File: config.mk
export PLATFORM = sky130hd
export DESIGN_NAME = pwm_cycle_ctrl
export DESIGN_NICKNAME = d
export VERILOG_FILES = /design/src/pkg/pwm_cycle_pkg.sv /design/src/pwm_cycle_ctrl.sv /design/src/comparator_edge.sv /design/src/pwm_channel.sv
export VERILOG_INCLUDE_DIRS = /design/src /design/src/pkg
export SDC_FILE = /design/constraint.sdc
export NUM_CORES = 1
export LEC_CHECK = 0
export BUFFER_PORTS_ARGS = -buffer_cell sky130_fd_sc_hd__buf_2
export CAP_MARGIN = 0
export CORE_UTILIZATION = 50
export CTS_BUF_LIST = sky130_fd_sc_hd__clkbuf_8 sky130_fd_sc_hd__clkbuf_16
export CTS_CLUSTER_SIZE = 40
export DETAILED_ROUTE_END_ITERATION = 10
export PLACE_DENSITY = 0.67
export SLEW_MARGIN = 15
export SYNTH_ARGS = -nofsm -noshare
export SYNTH_HDL_FRONTEND = slang
export SYNTH_HIERARCHICAL = 1
export SYNTH_SLANG_ARGS = --single-unit
File: constraint.sdc
create_clock -name clk_in -period 4.6 [get_ports clk_in]
set_input_delay 0.46 -clock clk_in [delete_from_list [all_inputs] [get_ports clk_in]]
set_output_delay 0.46 -clock clk_in [all_outputs]
set_load 0.005 [all_outputs]
File: src/pkg/pwm_cycle_defines.svh
// register offsets, field positions and reset values for the pwm cycle block
// How it works
// RULE1: select bit 7 low reaches compare registers, high reaches reload registers.
// RULE2: reload values act only in 9, 10 and 11-bit cycle lengths.
// RULE3: overflow interrupt enable bit 6 gates the overflow flag onto the request.
// RULE4: overflow flag sets on carry out of counter bit 7, 8, 9 or 10.
// RULE5: overflow flag bit 5 set by hardware or software; only software clears it.
// RULE6: cycle length field 00/01/10/11 gives 8/9/10/11-bit cycles.
// RULE7: cycle length applies to narrow pwm channels; wide channels ignore it.
// RULE8: configuration bits 4 to 2 read zero and ignore writes.
// RULE9: polarity bit 7 low clears on falling comparator, high on rising.
// RULE10: clear enable bits 0, 1, 2 select channels 0, 1, 2 for clearing.
// RULE11: mode bit 7 selects 16-bit pwm when set, 8 to 11-bit when clear.
// RULE12: in 9 to 11-bit mode reload copies into compare at each cycle overflow.
// RULE13: software writes zero to clear control bits 6 to 3.
`ifndef PWM_CYCLE_DEFINES_SVH
`define PWM_CYCLE_DEFINES_SVH

`define CYCLE_CFG_ADDR 8'hf7
`define CLEAR_CTRL_ADDR 8'hce
`define MODE_ADDR0 8'hda
`define MODE_ADDR_STEP 8'h01
`define CMP_LO_ADDR0 8'he9
`define CMP_HI_ADDR0 8'hea
`define CMP_ADDR_STEP 8'h02

`define CFG_SEL_BIT 7
`define CFG_IRQ_EN_BIT 6
`define CFG_FLAG_BIT 5
`define CFG_LEN_MSB 1
`define CFG_LEN_LSB 0
`define CFG_RESET 8'h00
`define CFG_WRITE_MASK 8'he3

`define CLR_POL_BIT 7
`define CLR_RESET 8'h00

`define MODE_WIDE_BIT 7
`define MODE_PWM_BIT 1
`define MODE_RESET 8'h00
`define CMP_RESET 16'h0000

`endif

File: src/pkg/pwm_cycle_pkg.sv
// types shared by the pwm cycle block
package pwm_cycle_pkg;

   typedef struct packed {
      logic [7:0] addr;
      logic [7:0] wdata;
      logic wr;
      logic rd;
   } sfr_req_type;

   typedef enum logic [1:0] {
      LEN_8,
      LEN_9,
      LEN_10,
      LEN_11
   } cycle_length_type;

endpackage

File: src/pwm_cycle_ctrl.sv
// pwm cycle length, overflow flag, reload steering and comparator clear
`timescale 1ns/1ps
`include "pwm_cycle_defines.svh"
module pwm_cycle_ctrl #(
   parameter int NUM_CH = 3
) (
   input wire logic clk_in,
   input wire logic rstn_in,
   input wire pwm_cycle_pkg::sfr_req_type sfr_req_in,
   output logic [7:0] sfr_rdata_out,
   input wire logic [15:0] counter_in,
   input wire logic comparator_in,
   output logic [NUM_CH-1:0] channel_output_pin_out,
   output logic irq_out
);
   import pwm_cycle_pkg::*;

   logic [7:0] cycle_cfg;
   logic [7:0] next_cycle_cfg;
   logic [7:0] clear_ctrl;
   logic [7:0] next_clear_ctrl;
   logic [7:0] mode [NUM_CH];
   logic [7:0] next_mode [NUM_CH];
   logic [15:0] compare [NUM_CH];
   logic [15:0] next_compare [NUM_CH];
   logic [15:0] reload [NUM_CH];
   logic [15:0] next_reload [NUM_CH];
   logic [15:0] prev_counter;
   logic [7:0] next_rdata;
   logic next_irq;
   logic reload_register_select;
   logic cycle_overflow_irq_enable;
   logic cycle_overflow_flag;
   cycle_length_type cycle_length_select;
   logic cycle_wrap;
   logic wide_wrap;
   logic [10:0] len_mask;
   logic clear_pulse;
   logic cfg_write;
   logic [NUM_CH-1:0] chan_start;
   logic [NUM_CH-1:0] chan_match;
   logic [NUM_CH-1:0] wide_pwm_select;
   logic [NUM_CH-1:0] pwm_enable;

   // low counter bits that make up one narrow cycle
   function automatic logic [10:0] cycle_mask(input cycle_length_type len);
      logic [10:0] m;
      m = 11'h0ff;
      unique case (len)
         LEN_8: m = 11'h0ff;
         LEN_9: m = 11'h1ff;
         LEN_10: m = 11'h3ff;
         LEN_11: m = 11'h7ff;
      endcase
      return m;
   endfunction

   function automatic logic [7:0] chan_addr(input logic [7:0] base, input logic [7:0] step,
                                            input int idx);
      return base + 8'(idx) * step;
   endfunction

   assign reload_register_select = cycle_cfg[`CFG_SEL_BIT];
   assign cycle_overflow_irq_enable = cycle_cfg[`CFG_IRQ_EN_BIT];
   assign cycle_overflow_flag = cycle_cfg[`CFG_FLAG_BIT];
   assign cycle_length_select = cycle_length_type'(cycle_cfg[`CFG_LEN_MSB:`CFG_LEN_LSB]); // [RULE6]
   assign len_mask = cycle_mask(cycle_length_select); // [RULE6]
   assign cfg_write = sfr_req_in.wr && (sfr_req_in.addr == `CYCLE_CFG_ADDR);

   // carry out of the top cycle bit: low bits were all ones and are now zero
   assign cycle_wrap = ((prev_counter[10:0] & len_mask) == len_mask)
                       && ((counter_in[10:0] & len_mask) == 11'h000); // [RULE4]
   assign wide_wrap = (prev_counter == 16'hffff) && (counter_in == 16'h0000);

   always_comb begin
      for (int i = 0; i < NUM_CH; i++) begin
         wide_pwm_select[i] = mode[i][`MODE_WIDE_BIT]; // [RULE11]
         pwm_enable[i] = mode[i][`MODE_PWM_BIT];
         if (wide_pwm_select[i]) begin
            // wide channels run the full counter and ignore the length field
            chan_start[i] = wide_wrap; // [RULE7]
            chan_match[i] = (counter_in == compare[i]); // [RULE11]
         end else begin
            chan_start[i] = cycle_wrap; // [RULE7]
            chan_match[i] = ((counter_in[10:0] & len_mask) == (compare[i][10:0] & len_mask));
         end
      end
   end

   // configuration and clear control registers
   always_comb begin
      next_cycle_cfg = cycle_cfg;
      next_clear_ctrl = clear_ctrl;
      if (cfg_write) begin
         next_cycle_cfg = sfr_req_in.wdata & `CFG_WRITE_MASK; // [RULE8]
      end
      // hardware only ever sets the flag, and a set beats a same-cycle clear
      if (cycle_wrap) begin
         next_cycle_cfg[`CFG_FLAG_BIT] = 1'b1; // [RULE4] [RULE5]
      end
      if (sfr_req_in.wr && (sfr_req_in.addr == `CLEAR_CTRL_ADDR)) begin
         next_clear_ctrl = sfr_req_in.wdata; // [RULE13]
      end
      next_irq = cycle_overflow_flag && cycle_overflow_irq_enable; // [RULE3]
   end

   // mode, compare and reload registers
   always_comb begin
      for (int i = 0; i < NUM_CH; i++) begin
         next_mode[i] = mode[i];
         next_compare[i] = compare[i];
         next_reload[i] = reload[i];
         // reload feeds compare only in 9 to 11-bit narrow pwm
         if (chan_start[i] && !wide_pwm_select[i] && cycle_length_select != LEN_8) begin
            next_compare[i] = reload[i]; // [RULE2] [RULE12]
         end
         if (sfr_req_in.wr) begin
            if (sfr_req_in.addr == chan_addr(`MODE_ADDR0, `MODE_ADDR_STEP, i)) begin
               next_mode[i] = sfr_req_in.wdata;
            end
            if (sfr_req_in.addr == chan_addr(`CMP_LO_ADDR0, `CMP_ADDR_STEP, i)) begin
               if (reload_register_select) begin
                  next_reload[i][7:0] = sfr_req_in.wdata; // [RULE1]
               end else begin
                  next_compare[i][7:0] = sfr_req_in.wdata; // [RULE1]
               end
            end
            if (sfr_req_in.addr == chan_addr(`CMP_HI_ADDR0, `CMP_ADDR_STEP, i)) begin
               if (reload_register_select) begin
                  next_reload[i][15:8] = sfr_req_in.wdata; // [RULE1]
               end else begin
                  next_compare[i][15:8] = sfr_req_in.wdata; // [RULE1]
               end
            end
         end
      end
   end

   // read data, unmapped addresses return zero
   always_comb begin
      next_rdata = sfr_rdata_out;
      if (sfr_req_in.rd) begin
         next_rdata = 8'h00;
         if (sfr_req_in.addr == `CYCLE_CFG_ADDR) begin
            next_rdata = cycle_cfg & `CFG_WRITE_MASK; // [RULE8]
         end
         if (sfr_req_in.addr == `CLEAR_CTRL_ADDR) begin
            next_rdata = clear_ctrl;
         end
         for (int i = 0; i < NUM_CH; i++) begin
            if (sfr_req_in.addr == chan_addr(`MODE_ADDR0, `MODE_ADDR_STEP, i)) begin
               next_rdata = mode[i];
            end
            if (sfr_req_in.addr == chan_addr(`CMP_LO_ADDR0, `CMP_ADDR_STEP, i)) begin
               next_rdata = reload_register_select ? reload[i][7:0] : compare[i][7:0]; // [RULE1]
            end
            if (sfr_req_in.addr == chan_addr(`CMP_HI_ADDR0, `CMP_ADDR_STEP, i)) begin
               next_rdata = reload_register_select ? reload[i][15:8] : compare[i][15:8]; // [RULE1]
            end
         end
      end
   end

   always_ff @(posedge clk_in or negedge rstn_in) begin
      if (!rstn_in) begin
         cycle_cfg <= `CFG_RESET;
         clear_ctrl <= `CLR_RESET;
         prev_counter <= 16'h0000;
         sfr_rdata_out <= 8'h00;
         irq_out <= 1'b0;
         for (int i = 0; i < NUM_CH; i++) begin
            mode[i] <= `MODE_RESET;
            compare[i] <= `CMP_RESET;
            reload[i] <= `CMP_RESET;
         end
      end else begin
         cycle_cfg <= next_cycle_cfg;
         clear_ctrl <= next_clear_ctrl;
         prev_counter <= counter_in;
         sfr_rdata_out <= next_rdata;
         irq_out <= next_irq;
         for (int i = 0; i < NUM_CH; i++) begin
            mode[i] <= next_mode[i];
            compare[i] <= next_compare[i];
            reload[i] <= next_reload[i];
         end
      end
   end

   comparator_edge u_edge (
      .clk_in(clk_in),
      .rstn_in(rstn_in),
      .comparator_in(comparator_in),
      .polarity_in(clear_ctrl[`CLR_POL_BIT]), // [RULE9]
      .clear_pulse_out(clear_pulse)
   );

   for (genvar g = 0; g < NUM_CH; g++) begin : g_chan
      pwm_channel u_chan (
         .clk_in(clk_in),
         .rstn_in(rstn_in),
         .pwm_enable_in(pwm_enable[g]),
         .start_in(chan_start[g]),
         .match_in(chan_match[g]),
         .clear_enable_in(clear_ctrl[g]), // [RULE10]
         .clear_pulse_in(clear_pulse),
         .level_out(channel_output_pin_out[g])
      );
   end

   property p_sel_compare;
      @(posedge clk_in) disable iff (!rstn_in)
      (sfr_req_in.wr && sfr_req_in.addr == `CMP_LO_ADDR0 && !reload_register_select
       && !chan_start[0])
      |=> (compare[0][7:0] == $past(sfr_req_in.wdata)) && $stable(reload[0]);
   endproperty
   a_sel_compare: assert property (p_sel_compare) else $error("select low missed compare"); // [RULE1]

   property p_sel_reload;
      @(posedge clk_in) disable iff (!rstn_in)
      (sfr_req_in.wr && sfr_req_in.addr == `CMP_LO_ADDR0 && reload_register_select)
      |=> reload[0][7:0] == $past(sfr_req_in.wdata);
   endproperty
   a_sel_reload: assert property (p_sel_reload) else $error("select high missed reload"); // [RULE1]

   property p_no_reload_8bit;
      @(posedge clk_in) disable iff (!rstn_in)
      (cycle_length_select == LEN_8 && !sfr_req_in.wr) |=> $stable(compare[0]);
   endproperty
   a_no_reload_8bit: assert property (p_no_reload_8bit) else $error("8-bit reload acted"); // [RULE2]

   property p_irq;
      @(posedge clk_in) disable iff (!rstn_in)
      (cycle_overflow_flag && cycle_overflow_irq_enable) |=> irq_out;
   endproperty
   a_irq: assert property (p_irq) else $error("flag did not raise request"); // [RULE3]

   property p_irq_masked;
      @(posedge clk_in) disable iff (!rstn_in)
      !cycle_overflow_irq_enable |=> !irq_out;
   endproperty
   a_irq_masked: assert property (p_irq_masked) else $error("masked flag raised request"); // [RULE3]

   property p_flag_set;
      @(posedge clk_in) disable iff (!rstn_in)
      (cycle_length_select == LEN_11 && prev_counter[10:0] == 11'h7ff
       && counter_in[10:0] == 11'h000) |=> cycle_overflow_flag;
   endproperty
   a_flag_set: assert property (p_flag_set) else $error("11-bit overflow not flagged"); // [RULE4]

   property p_flag_sticky;
      @(posedge clk_in) disable iff (!rstn_in)
      (cycle_overflow_flag && !cfg_write) |=> cycle_overflow_flag;
   endproperty
   a_flag_sticky: assert property (p_flag_sticky) else $error("hardware cleared flag"); // [RULE5]

   property p_unused_zero;
      @(posedge clk_in) disable iff (!rstn_in)
      (sfr_req_in.rd && sfr_req_in.addr == `CYCLE_CFG_ADDR) |=> sfr_rdata_out[4:2] == 3'h0;
   endproperty
   a_unused_zero: assert property (p_unused_zero) else $error("unused bits read nonzero"); // [RULE8]

   property p_reload_copy;
      @(posedge clk_in) disable iff (!rstn_in)
      (cycle_wrap && !wide_pwm_select[0] && cycle_length_select != LEN_8 && !sfr_req_in.wr)
      |=> compare[0] == $past(reload[0]);
   endproperty
   a_reload_copy: assert property (p_reload_copy) else $error("reload not copied"); // [RULE12]
endmodule

File: src/comparator_edge.sv
// comparator synchroniser and polarity-selected clearing edge
`timescale 1ns/1ps
module comparator_edge (
   input wire logic clk_in,
   input wire logic rstn_in,
   input wire logic comparator_in,
   input wire logic polarity_in,
   output logic clear_pulse_out
);
   logic sync_a;
   logic sync_b;
   logic last_b;
   logic next_pulse;

   always_comb begin
      // falling edge when polarity low, rising edge when high
      if (polarity_in) begin
         next_pulse = sync_b & ~last_b; // [RULE9]
      end else begin
         next_pulse = ~sync_b & last_b; // [RULE9]
      end
   end

   always_ff @(posedge clk_in or negedge rstn_in) begin
      if (!rstn_in) begin
         sync_a <= 1'b0;
         sync_b <= 1'b0;
         last_b <= 1'b0;
         clear_pulse_out <= 1'b0;
      end else begin
         sync_a <= comparator_in;
         sync_b <= sync_a;
         last_b <= sync_b;
         clear_pulse_out <= next_pulse;
      end
   end

   property p_pol_edge;
      @(posedge clk_in) disable iff (!rstn_in)
      (!polarity_in && $fell(sync_b)) |=> clear_pulse_out;
   endproperty
   a_pol_edge: assert property (p_pol_edge) else $error("falling edge gave no clear"); // [RULE9]
endmodule

File: src/pwm_channel.sv
// one channel output level: set at cycle start, cleared by match or comparator
`timescale 1ns/1ps
module pwm_channel (
   input wire logic clk_in,
   input wire logic rstn_in,
   input wire logic pwm_enable_in,
   input wire logic start_in,
   input wire logic match_in,
   input wire logic clear_enable_in,
   input wire logic clear_pulse_in,
   output logic level_out
);
   logic next_level;

   always_comb begin
      next_level = level_out;
      if (!pwm_enable_in) begin
         next_level = 1'b0;
      end else if (clear_enable_in && clear_pulse_in) begin
         next_level = 1'b0; // [RULE10]
      end else if (match_in) begin
         next_level = 1'b0;
      end else if (start_in) begin
         next_level = 1'b1;
      end
   end

   always_ff @(posedge clk_in or negedge rstn_in) begin
      if (!rstn_in) begin
         level_out <= 1'b0;
      end else begin
         level_out <= next_level;
      end
   end

   property p_clear;
      @(posedge clk_in) disable iff (!rstn_in)
      (clear_enable_in && clear_pulse_in) |=> !level_out;
   endproperty
   a_clear: assert property (p_clear) else $error("enabled channel not cleared"); // [RULE10]

   property p_no_clear;
      @(posedge clk_in) disable iff (!rstn_in)
      (!clear_enable_in && pwm_enable_in && start_in && !match_in) |=> level_out;
   endproperty
   a_no_clear: assert property (p_no_clear) else $error("disabled channel was cleared"); // [RULE10]
endmodule

-- Word-level counts from Yosys, hierarchy flattened
Index checks and enable logic that the tools add are counted.
- bits in registers: 165
- input bits: 37
- output and inout bits: 12
- logic and storage cells: 147
- equal/unequal tests: 25
- mux-type cells: 57
- bitwise logic cells: 9
- reduce and logical (&&, ||, !) cells: 31
- operators with widths (cell ; count):
    $mux 8 ; 29
    $mux 16 ; 6
    $eq 8x8->1 const B ; 11
    $and 11x11->11 ; 5
    $eq 16x16->1 ; 3
    $eq 11x11->1 ; 4
    $pmux 11 s4 ; 1
    $mux 1 ; 20
    $reduce_and 3->1 ; 6
    $eq 16x16->1 const B ; 1
    $logic_not 16->1 ; 1
    $logic_and 1x1->1 ; 14
    $ne 4x1->1 const B ; 3
    $logic_not 11->1 ; 1
    $mux 6 ; 1
    $reduce_and 2->1 ; 3
    $eq 2x2->1 const B ; 2
    $reduce_bool 2->1 ; 2
    $logic_not 1->1 ; 3
    $and 1x1->1 ; 2
    $eq 2x1->1 const B ; 1
    $logic_not 2->1 ; 1
    $not 1->1 ; 2

-- Depth between registers and ports, before layout
Gate-level depths: netlist of the first run.
- depth in word-level cells: 12
- depth in mapped cells: 9
- mapped depth without buffers: 6

-- Modules after synthesis
Netlist of the first run, hierarchy kept.
- modules (own cells, without submodules) (module ; times used ; cells each ; area an instance (um^2) ; sequential area each (um^2)):
    pwm_cycle_ctrl ; 1 ; 780 ; 8453.1 ; 3953.8
    pwm_channel ; 3 ; 4 ; 47.5 ; 25.0
    comparator_edge ; 1 ; 7 ; 122.6 ; 100.1

-- Worst setup path after synthesis of the first run
OpenSTA, ideal clock, no wires.
- path type: in2reg
- start point: input port counter_in[0]
- end point: register compare[5] (netlist name)
- setup time: 147 ps
- data arrival time: 2250 ps
- data required time: 4453 ps
- setup slack: 2203 ps
- stages on the path: 7
- buffers on the path: 1
- path through: or4_4 nor4_4 o2111ai_4 nor2_4 buf_8 mux2i_1 o21ai_1
- RTL lines (element ; RTL line ; text):
    from (decl) ; pwm_cycle_ctrl.sv:11 ; input wire logic [15:0] counter_in,
    to (signal, indexed assignment) ; pwm_cycle_ctrl.sv:173 ; compare[i] <= `CMP_RESET;
    to (signal, indexed assignment) ; pwm_cycle_ctrl.sv:184 ; compare[i] <= next_compare[i];
    to (decl) ; pwm_cycle_ctrl.sv:24 ; logic [15:0] compare [NUM_CH];

-- Worst setup path in the final report of the first run
- start point: register cycle_cfg[7]
- end point: register sfr_rdata_out[3]
- cells in the longest elaborated chain, start to end: 9
- elaborated cells on any way between the ends: 14
- classes of those cells: mux (14)
- ends and longest elaborated chain (element ; RTL line ; text):
    from (decl) ; pwm_cycle_ctrl.sv:18 ; logic [7:0] cycle_cfg;
    from (signal assigned) ; pwm_cycle_ctrl.sv:166 ; cycle_cfg <= `CFG_RESET;
    from (signal assigned) ; pwm_cycle_ctrl.sv:177 ; cycle_cfg <= next_cycle_cfg;
    $mux 8 ; pwm_cycle_ctrl.sv:155 ; next_rdata = reload_register_select ? reload[i][7:0] : compare[i][7:0];
    $mux 8 ; pwm_cycle_ctrl.sv:154 ; if (sfr_req_in.addr == chan_addr(`CMP_LO_ADDR0, `CMP_ADDR_STEP, i)) begin
    $mux 8 ; pwm_cycle_ctrl.sv:157 ; if (sfr_req_in.addr == chan_addr(`CMP_HI_ADDR0, `CMP_ADDR_STEP, i)) begin
    $mux 8 ; pwm_cycle_ctrl.sv:151 ; if (sfr_req_in.addr == chan_addr(`MODE_ADDR0, `MODE_ADDR_STEP, i)) begin
    $mux 8 ; pwm_cycle_ctrl.sv:154 ;
    $mux 8 ; pwm_cycle_ctrl.sv:157 ;
    $mux 8 ; pwm_cycle_ctrl.sv:151 ;
    $mux 8 ; pwm_cycle_ctrl.sv:154 ;
    $mux 8 * ; pwm_cycle_ctrl.sv:157 ;
    to (signal assigned) ; pwm_cycle_ctrl.sv:180 ; sfr_rdata_out <= next_rdata;
    to (decl) ; pwm_cycle_ctrl.sv:10 ; output logic [7:0] sfr_rdata_out,
Mark *: on every way between the ends. The rest lies on a longest branch, timed or not.
A chain may end at the register's enable or synchronous reset.

==> results_dict.tcl, run 1 <==
set metrics [dict create \
    peakVddDrop_v 0.000288 \
    dpl_cell_area_um2 9070 \
    cts_sinks 165 \
    core_area_um2 16800 \
    wl_per_cell_um 23.2 \
    via_count 6624 \
    skew_ns 0.00898 \
    nets 860 \
    grt_pass1_wl_um 38200 \
    rr_endpoint "sfr_rdata_out[3]$_DFFE_PN0P_" \
    antenna_found_initial 0 \
    yosys_warnings 6 \
    crit_required_ns 4.91 \
    final_cell_area_um2 9680 \
    hpwl_um 17100 \
    cts_buffer_depth 2 \
    yosysSeqAreaShare 0.474 \
    slowest_stage "dfrtp_2" \
    crit_chain "buf_4, mux2i_1, nor4_1, o21ai_0, o31ai_1, a21oi_1, o21ai_0" \
    viasPerCell 6.27 \
    synthTopCellsByArea "dfrtp_1 (47%), mux2_2 (13%), mux2i_1 (9.1%), xor2_1 (3.9%), o21ai_0 (3.2%)" \
    cp.arrival_ns 3.12 \
    placementRows 47 \
    track_usage 0.288 \
    synth_ff_type "dfrtp_1" \
    start_kind "flop" \
    io_pins 49 \
    syn_area_um2 8720 \
    power.density_nw_per_um2 339 \
    async_flop_share 1.00 \
    cts_root_buf "clkbuf_16" \
    clock_latency_ns 0.44 \
    crit_fanout 34 \
    drive_gt1_frac 0.244 \
    yosysMostFrequentCell "dfrtp_1" \
    dieArea_um2 18000 \
    grt_max_degree 107 \
    critPathMaxStageDelay_ns 0.97 \
    relSlewSlack 0.301 \
    yosys.area.top_type "dfrtp_1" \
    ant_nets 0 \
    yosysTopAreaCellShare 0.474 \
    ys_top_cells_by_count "dfrtp_1 (165), mux2_2 (101), mux2i_1 (79)" \
    post-cts-setup-buffers 0 \
    rr_worst_depth 7 \
    r2r_start "cycle_cfg[7]$_DFFE_PN0P_" \
    syn_nets 836 \
    drc_errors 0 \
    dieHeight_um 134 \
    min_period_ns 2.81 \
    synth_edf_count 0 \
    place_congestion 0.999 \
    fmax_mhz 356 \
    syn_area_per_cell_um2 10.9 \
    syn_inst 799 \
    die_x_um 134 \
    setup_tns_ns 0 \
    setup_viol 0 \
    syn2layout_area_growth_pct 11.0 \
    hold_class "in -> async" \
    crit_type "reg -> reg" \
    grt_overflow 0 \
    port_buffers 48 \
    maxCapViolCount 0 \
    final-hold-violation-count 0 \
    maxSlewViolCount 0 \
    rrSetupSlack_ns 1.79 \
    cts_made_buffers 17 \
    hold_buffers 0 \
    ys_seq_elements 165 \
    period_share 0.611 \
    dr.pass1.iters 5 \
    drt-initial-drc-count 707 \
    cts_htree_levels 4 \
    fillers 1431 \
    yosysUniqueCellTypes 56 \
    outcome "finished, final reports clean" \
    power_mw 3.28 \
    worst_slew_pin_slew_ns 1.04 \
    post_cts_resized 0 \
    cp-end-kind "flop" \
    cts.clk_slew.worst_paths_ns 0.07 \
    cts_tree "built" \
    cp_common_cell "o21ai_0" \
    rsz0062_at_grt "false" \
    grt_pass1_vias 6562 \
    routed_wl_um 24500 \
    start_util 0.518 \
    cellLeakagePower_nw 4.19 \
]
per-layer routing:
layer  wire length [um]  global-route usage  share of wire
met4                877               0.124          0.036
met1              10800               0.392           0.44
met2              11300               0.449           0.46
met5                  0                   0              0
met3               1610              0.0578          0.066
power by group:
| group | leakage, nW | total [mW] | internal, mW | switching [mW] |
|---|---|---|---|---|
| Sequential | 2.24 | 1.55 | 1.50 | 0.0551 |
| Clock | 0.288 | 1.45 | 0.813 | 0.638 |
| Combinational | 1.67 | 0.270 | 0.0987 | 0.171 |
| Total | 4.19 | 3.28 | 2.41 | 0.864 |
cell type report:
cell class,count,area [um^2],share of cell area
antenna,1,2.50,0.000259
clock buffer,17,425,0.0440
clock inverter,15,166,0.0172
inverter,5,18.8,0.00194
multi-input combinational,581,4370,0.452
sequential,165,4130,0.427
tap,220,275,0.0284
timing repair buffer,53,284,0.0294
critical path, delay by kind of cell, from the launching register on:
| family | cells | cell delay, ns |
|---|---|---|
| AOI/OAI and AO/OA | 4 | 0.71 |
| buffers and inverters | 1 | 0.50 |
| and+or+nand+nor | 1 | 0.08 |
| DFF | 1 | 0.97 |
| muxes | 1 | 0.40 |
worst max path at each step:
stage / start / end / slack (ns)
finish: cycle_cfg[7]$_DFFE_PN0P_ / sfr_rdata_out[3]$_DFFE_PN0P_ / 1.79
floorplan: counter_in[0] / compare[5]$_DFF_PN0_ / 2.20
CTS: cycle_cfg[7]$_DFFE_PN0P_ / sfr_rdata_out[3]$_DFFE_PN0P_ / 1.87
global route: cycle_cfg[7]$_DFFE_PN0P_ / sfr_rdata_out[3]$_DFFE_PN0P_ / 1.69
global placement: counter_in[0] / compare[1]$_DFF_PN0_ / 1.61
detailed placement: counter_in[0] / compare[4]$_DFF_PN0_ / 1.55
cells in the final DEF, fill, tap and decap left out, drive strengths merged, types with 2 or more instances in the layout:
cell      netlist  routed
nand3          11      11
buf            10      53
nor4           15      15
a31oi           3       3
nor2           36      36
xor2           39      39
dfrtp         165     165
nor2b           6       6
o2111ai         2       2
clkbuf         38      17
mux2i          79      79
o21ai          74      74
clkinvlp        0       2
a221oi          4       4
o2bb2ai         2       2
inv             5      13
or4             3       3
o22ai           3       3
nand4           6       6
clkinv          0       3
xnor2           9       9
a22oi          10      10
and2            3       3
nand3b          3       3
a311oi          2       2
a41oi           3       3
mux2          101     101
bufinv          0       2
nand4b          5       5
a221o           4       4
mux4            2       2
a21oi          40      40
a2111oi         3       3
nand2b         10      10
a22o            5       5
nand2          73      73
nor3           14      14
registers in the layout (all words and copies together), names as in the netlist:
name	flops
u_edge/sync_b	1
mode	24
u_edge/clear_pulse_out	1
sfr_rdata_out	8
prev_counter	16
u_edge/last_b	1
reload	48
clear_ctrl	8
cycle_cfg	5
compare	48
g_chan.u_chan/level_out	3
irq_out	1
u_edge/sync_a	1
stage by stage:
stage / instances / hold WS (ns) / util / setup WS, ns
6_report: 1057 / 0.120 / 0.575 / 1.79
5_1_grt: 1056 / 0.110 / 0.575 / 1.69
4_1_cts: 1056 / 0.116 / 0.575 / 1.87
3_5_place_dp: 1024 / 0.335 / 0.539 / 1.55
3_3_place_gp: 1024 / 0.333 / 0.539 / 1.61
2_1_floorplan: 799 / 0.164 / - / 2.20
logic make-up after synthesis:
kind of cell	count (synthesis)	synth area share
buffers and inverters	53	0.0266
DFF	165	0.474
and+or+nand+nor	192	0.113
xor gates and xnor gates	48	0.0482
muxes	182	0.226
AOI/OAI and AO/OA	159	0.112
(Power assumes the default switching activity.)
==> inputs of run 2 (changes only) <==
==> constraint.sdc (replaced) <==
create_clock -name clk_in -period 2.89 [get_ports clk_in]
set_input_delay 0.289 -clock clk_in [delete_from_list [all_inputs] [get_ports clk_in]]
set_output_delay 0.289 -clock clk_in [all_outputs]
set_load 0.005 [all_outputs]
==> run 2 against run 1 <==
Sequential share of layout area decreased by 1.2 points. Largest power group is now clock. Hold slack got worse by 0.060 ns. Cell count increased by 2.3%. Critical path type unchanged. Utilization increased by 1.7 points. Via count increased by 0.44%.
==> results_dict.tcl, run 2 (synthesized netlist as in run 1, its figures left out) <==
set metrics [dict create \
    dieArea_um2 18000 \
    rsz0062_at_grt "false" \
    dieHeight_um 134 \
    cts.clk_slew.worst_paths_ns 0.06 \
    start_kind "flop" \
    setup_tns_ns 0 \
    cp-end-kind "flop" \
    cts_sinks 165 \
    fin_worst_hold_slack_ns 0.0604 \
    crit_required_ns 3.20 \
    antenna_found_initial 2 \
    grt_pass1_vias 6770 \
    grt_overflow 0 \
    cts_buffer_depth 2 \
    setup_viol 0 \
    cts_tree "built" \
    dpl_cell_area_um2 9280 \
    cp.arrival_ns 2.79 \
    hold_buffers 2 \
    outcome "finished, final reports clean" \
    drc_errors 0 \
    clock_latency_ns 0.43 \
    cts_made_buffers 17 \
    wl_per_cell_um 23.2 \
    hold_class "in -> reg" \
    maxSlewViolCount 0 \
    post-cts-setup-buffers 0 \
    start_util 0.518 \
    cts_root_buf "clkbuf_16" \
    final-hold-violation-count 0 \
    place_congestion 0.979 \
    drt-initial-drc-count 671 \
    grt_pass1_wl_um 39400 \
    fillers 1414 \
    port_buffers 48 \
    power.density_nw_per_um2 546 \
    relSlewSlack 0.474 \
    power_mw 5.44 \
    antenna_cells 0 \
    layout_common_cells "dfrtp_1 (164), mux2_2 (101), mux2i_1 (79), nand2_1 (73), o21ai_0 (56)" \
    via_count 6653 \
    viasPerCell 6.15 \
    final_common_cell "dfrtp_1" \
    routed_wl_um 25100 \
    maxCapViolCount 0 \
    dr.pass1.iters 5 \
    drive_gt1_frac 0.260 \
    post_cts_resized 0 \
    peakVddDrop_v 0.000453 \
    period_share 0.857 \
    fmax_mhz 404 \
    syn2layout_area_growth_pct 14.3 \
    worst_slew_pin_slew_ns 0.781 \
    cellLeakagePower_nw 4.37 \
    placementRows 47 \
    skew_ns 0.0125 \
    die_x_um 134 \
    core_area_um2 16800 \
    hpwl_um 17800 \
    min_period_ns 2.48 \
    track_usage 0.295 \
    cts_htree_levels 4 \
    io_pins 49 \
    top_regs "compare (48), reload (48), mode (24)" \
    place_ws_ns 0.293 \
    ant_nets 0 \
    grt_max_degree 71 \
    nets 885 \
    final_cell_area_um2 9970 \
    worst_slack_ns 0.413 \
    crit_type "reg -> reg" \
    crit_fanout 20 \
]
## run 2: area by class of cell
| class | instances | area (um^2) | area share |
|---|---|---|---|
| Clock buffer | 17 | 425 | 0.0427 |
| Clock inverter | 15 | 239 | 0.0240 |
| Inverter | 5 | 18.8 | 0.00188 |
| Multi-Input combinational cell | 581 | 4360 | 0.438 |
| Sequential cell | 165 | 4130 | 0.414 |
| Tap cell | 220 | 275 | 0.0276 |
| Timing Repair Buffer | 78 | 514 | 0.0516 |
## run 2: stage by stage
step | std cells | utilization
after floorplan | 799 | -
after global placement | 1047 | 0.552
after detailed placement | 1047 | 0.552
after CTS | 1081 | 0.593
after global routing | 1081 | 0.593
final | 1081 | 0.593
## run 2: power breakdown
part | leakage [nW] | internal (mW) | switching (mW) | total (mW)
clock network | 0.331 | 1.61 | 0.910 | 2.52
logic | 1.80 | 0.164 | 0.282 | 0.447
registers | 2.24 | 2.39 | 0.0848 | 2.47
## run 2: layer usage
layer | vias up | share of wire | track usage
met4 | 2 | 0.030 | 0.104
met1 | 3327 | 0.43 | 0.408
met3 | 49 | 0.065 | 0.0540
met2 | 274 | 0.47 | 0.467
met5 | - | 0.00036 | 0
li1 | 3001 | - | -
## run 2: critical path, stage by stage, from the launching register on
cell     delay [ns]
dfrtp_2        0.73
buf_4          0.37
buf_4          0.26
mux2i_1        0.31
a221o_1        0.29
a21oi_1        0.07
a221o_1        0.32
## run 2: worst paths after layout
check,startpoint,slack (ns),cells past startpoint,endpoint
worst max-delay path,cycle_cfg[7]$_DFFE_PN0P_,0.41,6,sfr_rdata_out[6]$_DFFE_PN0P_
worst min-delay path,counter_in[3],0.06,1,prev_counter[3]$_DFF_PN0_
worst max register to register,cycle_cfg[7]$_DFFE_PN0P_,0.41,6,sfr_rdata_out[6]$_DFFE_PN0P_
worst min register to register,u_edge/sync_a$_DFF_PN0_,0.35,0,u_edge/sync_b$_DFF_PN0_
max in group asynchronous,rstn_in,1.52,3,compare[0]$_DFF_PN0_
min in group asynchronous,rstn_in,0.42,2,compare[13]$_DFF_PN0_
